$ cat config.mk
export PLATFORM = sky130hd
export DESIGN_NAME = dr_rate_sel
export DESIGN_NICKNAME = d
export VERILOG_FILES = /design/src/verilog/dr_pkg.sv /design/src/verilog/dr_rate_sel.sv
export VERILOG_INCLUDE_DIRS = /design/src /design/src/verilog
export SDC_FILE = /design/constraint.sdc
export NUM_CORES = 1
export LEC_CHECK = 0
export BUFFER_PORTS_ARGS = -buffer_cell sky130_fd_sc_hd__clkbuf_2
export CORE_UTILIZATION = 38
export DETAILED_ROUTE_END_ITERATION = 6
export GPL_ROUTABILITY_DRIVEN = 0
export HOLD_SLACK_MARGIN = 0.15
export SYNTH_ARGS = -nofsm -noshare
export SYNTH_HDL_FRONTEND = slang
export SYNTH_SLANG_ARGS = --single-unit
export TNS_END_PERCENT = 30
$ cat constraint.sdc
create_clock -name clk_sys -period 4.95 [get_ports clk_sys]
set_clock_uncertainty 0.2 [all_clocks]
set_input_delay 0.495 -clock clk_sys [delete_from_list [all_inputs] [get_ports clk_sys]]
set_output_delay 0.495 -clock clk_sys [all_outputs]
set_load 0.05 [all_outputs]
$ cat src/verilog/dr_defs.svh
// Register map, field positions and codes of the rate select block.
// Included by the package and the design; definitions only.
`ifndef DR_DEFS_SVH
`define DR_DEFS_SVH

// Register offsets on the plain register port
`define DR_ADDR_W 3
`define DR_OFS_CSEL_A 3'h0
`define DR_OFS_CMD_A 3'h1
`define DR_OFS_CSEL_B 3'h2
`define DR_OFS_CMD_B 3'h3
`define DR_OFS_MODE0 3'h4
`define DR_OFS_AUX 3'h5
`define DR_OFS_STATUS 3'h6

// Reset values
`define DR_RST_BYTE 8'h00
`define DR_RST_DIV 13'h0000

// Clock select nibble codes
`define DR_CODE_TIMER 4'hD
`define DR_CODE_EXT16 4'hE
`define DR_CODE_EXT1 4'hF

// Command register fields
`define DR_CMD_RX_LSB 0
`define DR_CMD_TX_LSB 2
`define DR_CMD_NOP 2'h0
`define DR_CMD_EN 2'h1
`define DR_CMD_DIS 2'h2

// Table and set select bits
`define DR_MODE0_EXT1_BIT 0
`define DR_MODE0_EXT2_BIT 2
`define DR_AUX_SET_BIT 7

// Reference of 3.6864 MHz made from a 200 MHz clock: 2^32 * f_ref / f_clk
`define DR_REF_INC 32'h04B7F5A5

`endif

$ cat src/verilog/dr_pkg.sv
// Types shared by the rate select block.
// Assumes dr_defs.svh is on the include path.
`include "dr_defs.svh"

package dr_pkg;
  typedef enum logic [1:0] {DR_TBL_STD, DR_TBL_EXT1, DR_TBL_EXT2} dr_tbl_t;
  typedef logic [12:0] dr_div_t;
  typedef logic [`DR_ADDR_W-1:0] dr_addr_t;
endpackage

$ cat src/verilog/dr_rate_sel.sv
// Per-channel rate select and receiver/transmitter enable decode.
// Assumes a same-clock register port and external clocks from pins.
//
// Chosen here: strobed register access and the placing of the registers.
`timescale 1ns/1ps
`include "dr_defs.svh"

// Functional notes
// - Clock select low nibble picks transmitter rate source per channel.
// - Clock select high nibble picks receiver rate source, independently.
// - Mode zero bits 0/2 pick table; aux bit 7 picks set.
// - Codes 0000-1100 give tabulated rates; 1101 takes timer 16X tick.
// - Table rates divide the reference, so double reference doubles rates.
// - Code 1110 uses the direction's external pin as 16X clock.
// - Code 1111 uses the same pin as a 1X bit clock.
// - External clock rates ignore table and set select bits.
// - Each channel has its own command register acting only on it.
// - All fields of one command write act together.
// - Receiver field: 00 hold, 01 enable, 10 disable, 11 unused.
// - Transmitter field: 00 hold, 01 enable, 10 disable, 11 unused.
// - Transmitter empty clears on disable and on character load.
module dr_rate_sel #(
  parameter logic [31:0] REF_INC = `DR_REF_INC
) (
  input wire logic clk_sys,
  input wire logic nrst,
  input wire dr_pkg::dr_addr_t reg_addr,
  input wire logic [7:0] reg_wdata,
  input wire logic reg_wr,
  input wire logic reg_rd,
  output logic [7:0] reg_rdata,
  input wire logic ct_16x_tick,
  input wire logic chan_a_tx_ext_clock_in,
  input wire logic chan_a_rx_ext_clock_in,
  input wire logic chan_b_tx_ext_clock_in,
  input wire logic chan_b_rx_ext_clock_in,
  input wire logic tx_load_a,
  input wire logic tx_load_b,
  input wire logic tx_done_a,
  input wire logic tx_done_b,
  output logic tx_en_a,
  output logic rx_en_a,
  output logic tx_en_b,
  output logic rx_en_b,
  output logic tx_empty_a,
  output logic tx_empty_b,
  output logic tx_tick_a,
  output logic rx_tick_a,
  output logic tx_tick_b,
  output logic rx_tick_b,
  output logic tx_x1_a,
  output logic rx_x1_a,
  output logic tx_x1_b,
  output logic rx_x1_b
);
  import dr_pkg::*;

  // Divisor of the 3.6864 MHz reference for one 16X tick
  function automatic dr_div_t pick6(input dr_tbl_t t, input logic s,
      input dr_div_t a, input dr_div_t b, input dr_div_t c,
      input dr_div_t d, input dr_div_t e, input dr_div_t f);
    dr_div_t r;
    r = s ? b : a;
    case (t)
      DR_TBL_EXT1: r = s ? d : c;
      DR_TBL_EXT2: r = s ? f : e;
      default: r = s ? b : a;
    endcase
    return r;
  endfunction

  function automatic dr_div_t rate_div(input dr_tbl_t t, input logic s,
      input logic [3:0] code);
    dr_div_t r;
    r = 13'h0001;
    case (code)
      4'h0: r = pick6(t, s, 13'h1200, 13'h0C00, 13'h0300, 13'h0200,
                      13'h0030, 13'h0020);
      4'h1: r = pick6(t, s, 13'h082F, 13'h082F, 13'h082F, 13'h082F,
                      13'h0106, 13'h0106);
      4'h2: r = pick6(t, s, 13'h06B1, 13'h06B1, 13'h06B1, 13'h06B1,
                      13'h00D6, 13'h00D6);
      4'h3: r = pick6(t, s, 13'h0480, 13'h0600, 13'h00C0, 13'h0100,
                      13'h000C, 13'h0010);
      4'h4: r = pick6(t, s, 13'h0300, 13'h0300, 13'h0080, 13'h0080,
                      13'h0008, 13'h0008);
      4'h5: r = pick6(t, s, 13'h0180, 13'h0180, 13'h0040, 13'h0040,
                      13'h0004, 13'h0004);
      4'h6: r = pick6(t, s, 13'h00C0, 13'h00C0, 13'h0020, 13'h0020,
                      13'h0002, 13'h0002);
      4'h7: r = pick6(t, s, 13'h00DB, 13'h0073, 13'h00DB, 13'h0073,
                      13'h00DB, 13'h0073);
      4'h8: r = pick6(t, s, 13'h0060, 13'h0060, 13'h0010, 13'h0010,
                      13'h0004, 13'h0004);
      4'h9: r = pick6(t, s, 13'h0030, 13'h0030, 13'h0008, 13'h0008,
                      13'h0030, 13'h0030);
      4'hA: r = pick6(t, s, 13'h0020, 13'h0080, 13'h0020, 13'h0080,
                      13'h0004, 13'h0010);
      4'hB: r = pick6(t, s, 13'h0018, 13'h0018, 13'h0004, 13'h0004,
                      13'h0018, 13'h0018);
      4'hC: r = pick6(t, s, 13'h0006, 13'h000C, 13'h0001, 13'h0002,
                      13'h0006, 13'h000C);
      default: r = 13'h0001;
    endcase
    return r;
  endfunction

  // Enable state after a two-bit command field
  function automatic logic cmd_apply(input logic cur, input logic [1:0] f);
    logic r;
    r = cur;
    case (f)
      `DR_CMD_EN: r = 1'b1;
      `DR_CMD_DIS: r = 1'b0;
      default: r = cur;
    endcase
    return r;
  endfunction

  logic rst_s1_r;
  logic rst_s2_r;
  wire rst_n = rst_s2_r;

  always_ff @(posedge clk_sys or negedge nrst) begin
    if (!nrst) begin
      rst_s1_r <= 1'b0;
      rst_s2_r <= 1'b0;
    end else begin
      rst_s1_r <= 1'b1;
      rst_s2_r <= rst_s1_r;
    end
  end

  // Register file
  logic [7:0] csel_r [2];
  logic [7:0] mode0_r;
  logic [7:0] aux_r;
  logic [7:0] rdata_r;

  wire wr_csel_a = reg_wr && reg_addr == `DR_OFS_CSEL_A;
  wire wr_csel_b = reg_wr && reg_addr == `DR_OFS_CSEL_B;
  wire wr_cmd_a = reg_wr && reg_addr == `DR_OFS_CMD_A;
  wire wr_cmd_b = reg_wr && reg_addr == `DR_OFS_CMD_B;
  wire wr_mode0 = reg_wr && reg_addr == `DR_OFS_MODE0;
  wire wr_aux = reg_wr && reg_addr == `DR_OFS_AUX;

  always_ff @(posedge clk_sys or negedge rst_n) begin
    if (!rst_n) begin
      csel_r[0] <= `DR_RST_BYTE;
      csel_r[1] <= `DR_RST_BYTE;
      mode0_r <= `DR_RST_BYTE;
      aux_r <= `DR_RST_BYTE;
    end else begin
      if (wr_csel_a) csel_r[0] <= reg_wdata;
      if (wr_csel_b) csel_r[1] <= reg_wdata;
      if (wr_mode0) mode0_r <= reg_wdata;
      if (wr_aux) aux_r <= reg_wdata;
    end
  end

  wire m_ext1 = mode0_r[`DR_MODE0_EXT1_BIT];
  wire m_ext2 = mode0_r[`DR_MODE0_EXT2_BIT];
  wire dr_tbl_t tbl = (m_ext1 && !m_ext2) ? DR_TBL_EXT1 :
                      (m_ext2 && !m_ext1) ? DR_TBL_EXT2 : DR_TBL_STD;
  wire set2 = aux_r[`DR_AUX_SET_BIT];

  // Reference tick from a phase accumulator
  logic [31:0] acc_r;
  logic ref_tick_r;
  wire [32:0] acc_sum = {1'b0, acc_r} + {1'b0, REF_INC};

  always_ff @(posedge clk_sys or negedge rst_n) begin
    if (!rst_n) begin
      acc_r <= 32'h00000000;
      ref_tick_r <= 1'b0;
    end else begin
      acc_r <= acc_sum[31:0];
      ref_tick_r <= acc_sum[32];
    end
  end

  // External clock pins, two-stage synchronised, then edge found
  wire [3:0] ext_pin = {chan_b_rx_ext_clock_in, chan_b_tx_ext_clock_in,
                        chan_a_rx_ext_clock_in, chan_a_tx_ext_clock_in};
  logic [3:0] ext_s1_r;
  logic [3:0] ext_s2_r;
  logic [3:0] ext_s3_r;
  wire [3:0] ext_rise = ext_s2_r & ~ext_s3_r;

  always_ff @(posedge clk_sys or negedge rst_n) begin
    if (!rst_n) begin
      ext_s1_r <= 4'h0;
      ext_s2_r <= 4'h0;
      ext_s3_r <= 4'h0;
    end else begin
      ext_s1_r <= ext_pin;
      ext_s2_r <= ext_s1_r;
      ext_s3_r <= ext_s2_r;
    end
  end

  // Direction index: 0 tx A, 1 rx A, 2 tx B, 3 rx B
  logic [3:0] en_r;
  logic [3:0] tick_r;
  logic [3:0] x1_r;
  wire [3:0] cmd_wr = {wr_cmd_b, wr_cmd_b, wr_cmd_a, wr_cmd_a};

  for (genvar d = 0; d < 4; d++) begin : g_dir
    wire [7:0] csel = csel_r[d / 2];
    wire [3:0] code = (d % 2 == 1) ? csel[7:4] : csel[3:0];
    wire [7:0] cmd = reg_wdata;
    wire [1:0] field = (d % 2 == 1) ?
        cmd[`DR_CMD_RX_LSB +: 2] : cmd[`DR_CMD_TX_LSB +: 2];
    wire is_ext = code == `DR_CODE_EXT16 || code == `DR_CODE_EXT1;
    wire is_timer = code == `DR_CODE_TIMER;
    wire dr_div_t div = rate_div(tbl, set2, code);
    dr_div_t cnt_r;
    wire reload = cnt_r == `DR_RST_DIV || cnt_r >= div;
    wire div_tick = ref_tick_r && cnt_r == `DR_RST_DIV;
    wire src_tick = is_ext ? ext_rise[d] :
                    is_timer ? ct_16x_tick : div_tick;

    always_ff @(posedge clk_sys or negedge rst_n) begin
      if (!rst_n) begin
        cnt_r <= `DR_RST_DIV;
        en_r[d] <= 1'b0;
        tick_r[d] <= 1'b0;
        x1_r[d] <= 1'b0;
      end else begin
        if (ref_tick_r) cnt_r <= reload ? div - 13'h0001 : cnt_r - 13'h0001;
        if (cmd_wr[d]) en_r[d] <= cmd_apply(en_r[d], field);
        tick_r[d] <= en_r[d] && src_tick;
        x1_r[d] <= code == `DR_CODE_EXT1;
      end
    end
  end

  // Transmitter empty; set by completion wins over clears
  logic [1:0] empty_r;
  wire [1:0] tx_dis = {wr_cmd_b, wr_cmd_a} &
      {2{reg_wdata[`DR_CMD_TX_LSB +: 2] == `DR_CMD_DIS}};
  wire [1:0] tx_load = {tx_load_b, tx_load_a};
  wire [1:0] tx_done = {tx_done_b, tx_done_a};
  wire [1:0] empty_nxt = tx_done | (empty_r & ~tx_load & ~tx_dis);

  always_ff @(posedge clk_sys or negedge rst_n) begin
    if (!rst_n) empty_r <= 2'h0;
    else empty_r <= empty_nxt;
  end

  // Read side; write-only registers read as zero
  wire [7:0] status = {2'h0, empty_r[1], en_r[2], en_r[3],
                       empty_r[0], en_r[0], en_r[1]};
  wire [7:0] rd_mux = reg_addr == `DR_OFS_MODE0 ? mode0_r :
                      reg_addr == `DR_OFS_AUX ? aux_r :
                      reg_addr == `DR_OFS_STATUS ? status : `DR_RST_BYTE;

  always_ff @(posedge clk_sys or negedge rst_n) begin
    if (!rst_n) rdata_r <= `DR_RST_BYTE;
    else rdata_r <= reg_rd ? rd_mux : `DR_RST_BYTE;
  end

  assign reg_rdata = rdata_r;
  assign tx_en_a = en_r[0];
  assign rx_en_a = en_r[1];
  assign tx_en_b = en_r[2];
  assign rx_en_b = en_r[3];
  assign tx_empty_a = empty_r[0];
  assign tx_empty_b = empty_r[1];
  assign tx_tick_a = tick_r[0];
  assign rx_tick_a = tick_r[1];
  assign tx_tick_b = tick_r[2];
  assign rx_tick_b = tick_r[3];
  assign tx_x1_a = x1_r[0];
  assign rx_x1_a = x1_r[1];
  assign tx_x1_b = x1_r[2];
  assign rx_x1_b = x1_r[3];

endmodule

==> results.toml <==
[outcome]
outcome = "finished clean"

[detailed_routing]
viasPerCell = 5.84
drt_iter0_markers = 893
wl_per_cell_um = 17.3
ant_nets = 0
drc = 0
drt-total-wl_mm = 35.3
first_pass_iters = 6
vias = 11940

[floorplanning]
rows = 66
ioPinCount = 46
core_area_um2 = 32500
dieArea_um2 = 33700
die_w_um = 184
start_util = 0.385
dieHeight_um = 184

[synthesis]
synth_edf_count = 0
syn_nets = 1603
seq_area_frac_synth = 0.305
synth_top_area_frac = 0.305
synth_area_per_cell_um2 = 8.28
synth.area.top_cells = "dfrtp_1 31%, ha_1 6.4%, nand2_1 4.5%, a21oi_1 4.3%, o21ai_0 4.3%"
ys_ff_latch = 153
netlist_instances = 1515
synth_warnings = 0
async_flop_share = 1.00
synth_top_area_cell = "dfrtp_1"
synth_ff_type = "dfrtp_1"
synthMostInstantiatedCell = "dfrtp_1"
synthDistinctLibCells = 94
synth_area_um2 = 12500
yosys-top-cells-count = "153 x dfrtp_1, 149 x nand2_1, 120 x nor2_1"

[setup_path]
worstPathCellList = "ha_4, buf_12, or3b_2, a221oi_2, o22ai_2, ha_1, nand2_1, o21ai_1, a2111oi_4, and2_4, nand2_1, o21ai_1, ha_2, nand2b_1, or2_4, nor2_4, nand3_2, o31ai_4, a21boi_2, mux2i_1, a22oi_1"
regToRegEndpoint = "g_dir[3].cnt_r[12]$_DFFE_PN0P_"
end_kind = "flip-flop"
rrSetupSlack_ns = 0.21
slowest_stage = "dfrtp_2"
critical_path.max_fanout = 37
path_class = "reg -> reg"
worstPathArrival_ns = 4.83
start_kind = "flip-flop"
critical_path.max_stage_delay_ns = 0.48
rr_startpoint = "mode0_r[2]$_DFFE_PN0P_"
reg2regPathDepth = 21
path_delay_family = "simple AND/OR/NAND/NOR gates"
required_ns = 5.04
worst-path-buf-inv = 1

[layout]
area_delta_synth_final_pct = 16.5
n_antenna_cell = 0
layout-drive-gt1-share = 0.182
nFillCells = 3235
fin_cells = 2043
nets = 1676
final_util = 0.449

[clocking]
clkTransAtPathRegs_ns = 0.07
numCtsBuffers = 17
h-tree-depth = 4
clockBufferDepth = 2
tritoncts = "yes"
cts_root_buffer = "clkbuf_16"
insertion_delay_ns = 0.46
cts.sinks = 153

[timing]
finalSetupViolCount = 0
hold_viol = 0
relSlewSlack = 0.390
fin_crit_sh = 0.958
rsz0062_at_grt = "yes"
slew_violations = 0
fin_ws_ns = 0.210
finalCriticalPeriod_ns = 4.74
worstMarginPinSlew_ns = 0.902
whs_ns = 0.148
max_freq_ghz = 0.211

[run]
cap_violations = 0

[place]
hpwlAfterDp_mm = 24.6
port_buffers = 45
dp_slack_ns = 0.0432
place_inst = 1989

[min_path]
hp-class = "reg -> reg"
hp-start = "ext_s1_r[0]$_DFF_PN0_"
whs_endpoint = "ext_s2_r[0]$_DFF_PN0_"
holdPathStages = 0

[global_routing]
grt_usage = 0.214
antenna_found_initial = 0
grt_pass1_wl_mm = 58.7
grt_max_degree = 140
overflow = 0
grt_pass1_vias = 11367

[power_and_ir_drop]
total_power_mw = 6.11
power_density_nw_per_um2 = 418
p_leak_nw = 6.11
irDropWorstVdd_v = 0.000279
-- power breakdown --
part / switching (mW) / internal (mW)
Sequential: 0.178 / 1.33
Clock: 0.624 / 0.780
Combinational: 1.85 / 1.34
-- repair_timing --
action / in CTS / in global routing
setup endpoints to repair: 0 / 12
buffers inserted: 0 / 8
hold buffers: 14 / 0
resized for setup: 0 / 33
endpoints found under the hold margin: 27 / 0
-- logic make-up after synthesis --
family,synth area share
AO/OA/AOI/OAI,0.242
XOR/XNOR,0.0279
adder cells (fa/ha/maj),0.0638
buffers and inverters,0.0522
flip-flops,0.305
multiplexers,0.0577
other,0.000299
AND/OR/NAND/NOR,0.251
-- sequential cells by signal, summed over array words and instances (netlist names), 2 cells and up --
name / flops
g_dir.cnt_r: 52
acc_r: 32
g_dir.csel: 16
aux_r: 8
mode0_r: 8
reg_rdata: 8
ext_s1_r: 4
ext_s2_r: 4
ext_s3_r: 4
empty_r: 2
-- per-layer routing --
layer | GRT usage | up-vias | part of all wire
li1 | - | 5778 | -
met1 | 0.294 | 5782 | 0.48
met2 | 0.341 | 322 | 0.45
met3 | 0.0363 | 58 | 0.043
met4 | 0.0680 | 0 | 0.022
met5 | 0 | - | 0
-- layout by cell type, fill, tap and decap left out, drive strengths merged, types with 15 or more instances in the layout --
| cell | instances |
|---|---|
| a31oi | 19 |
| o211ai | 15 |
| o31ai | 18 |
| nand4 | 15 |
| inv | 51 |
| mux2 | 26 |
| nand2 | 149 |
| nor2 | 120 |
| xnor2 | 27 |
| nand2b | 41 |
| buf | 101 |
| or3b | 19 |
| nand3 | 37 |
| clkbuf | 63 |
| a211oi | 28 |
| and3 | 16 |
| nor3 | 40 |
| a21oi | 109 |
| dfrtp | 153 |
| o21ai | 113 |
| nor2b | 26 |
| ha | 64 |
| mux2i | 43 |
-- metrics by stage --
stage          cell area [um2]  setup TNS (ns)
4_1_cts                  14400               0
3_5_place_dp             13700               0
5_1_grt                  14600         -0.0566
6_report                 14600               0
2_1_floorplan            12700          -0.119
3_3_place_gp             13700               0
-- worst max path at each step --
stage                                           to  slack (ns)                   start  depth (start not counted)
CTS                 g_dir[3].cnt_r[12]$_DFFE_PN0P_        0.03  mode0_r[2]$_DFFE_PN0P_                         20
global route        g_dir[3].cnt_r[12]$_DFFE_PN0P_       -0.04  mode0_r[2]$_DFFE_PN0P_                         22
global placement    g_dir[3].cnt_r[12]$_DFFE_PN0P_        0.16  mode0_r[2]$_DFFE_PN0P_                         20
finish              g_dir[3].cnt_r[12]$_DFFE_PN0P_        0.21  mode0_r[2]$_DFFE_PN0P_                         21
detailed placement  g_dir[3].cnt_r[12]$_DFFE_PN0P_        0.04  mode0_r[2]$_DFFE_PN0P_                         20
floorplan           g_dir[3].cnt_r[12]$_DFFE_PN0P_       -0.06  mode0_r[0]$_DFFE_PN0P_                         25
-- cell type report --
type	count	area (um2)	area share
Timing Repair Buffer	160	1160	0.0794
Multi-Input combinational cell	1212	8280	0.567
Sequential cell	153	3840	0.263
Inverter	44	168	0.0115
Clock buffer	18	439	0.0301
Tap cell	442	553	0.0378
Clock inverter	14	176	0.0121
Note: power is estimated with default switching activity, not from simulation.
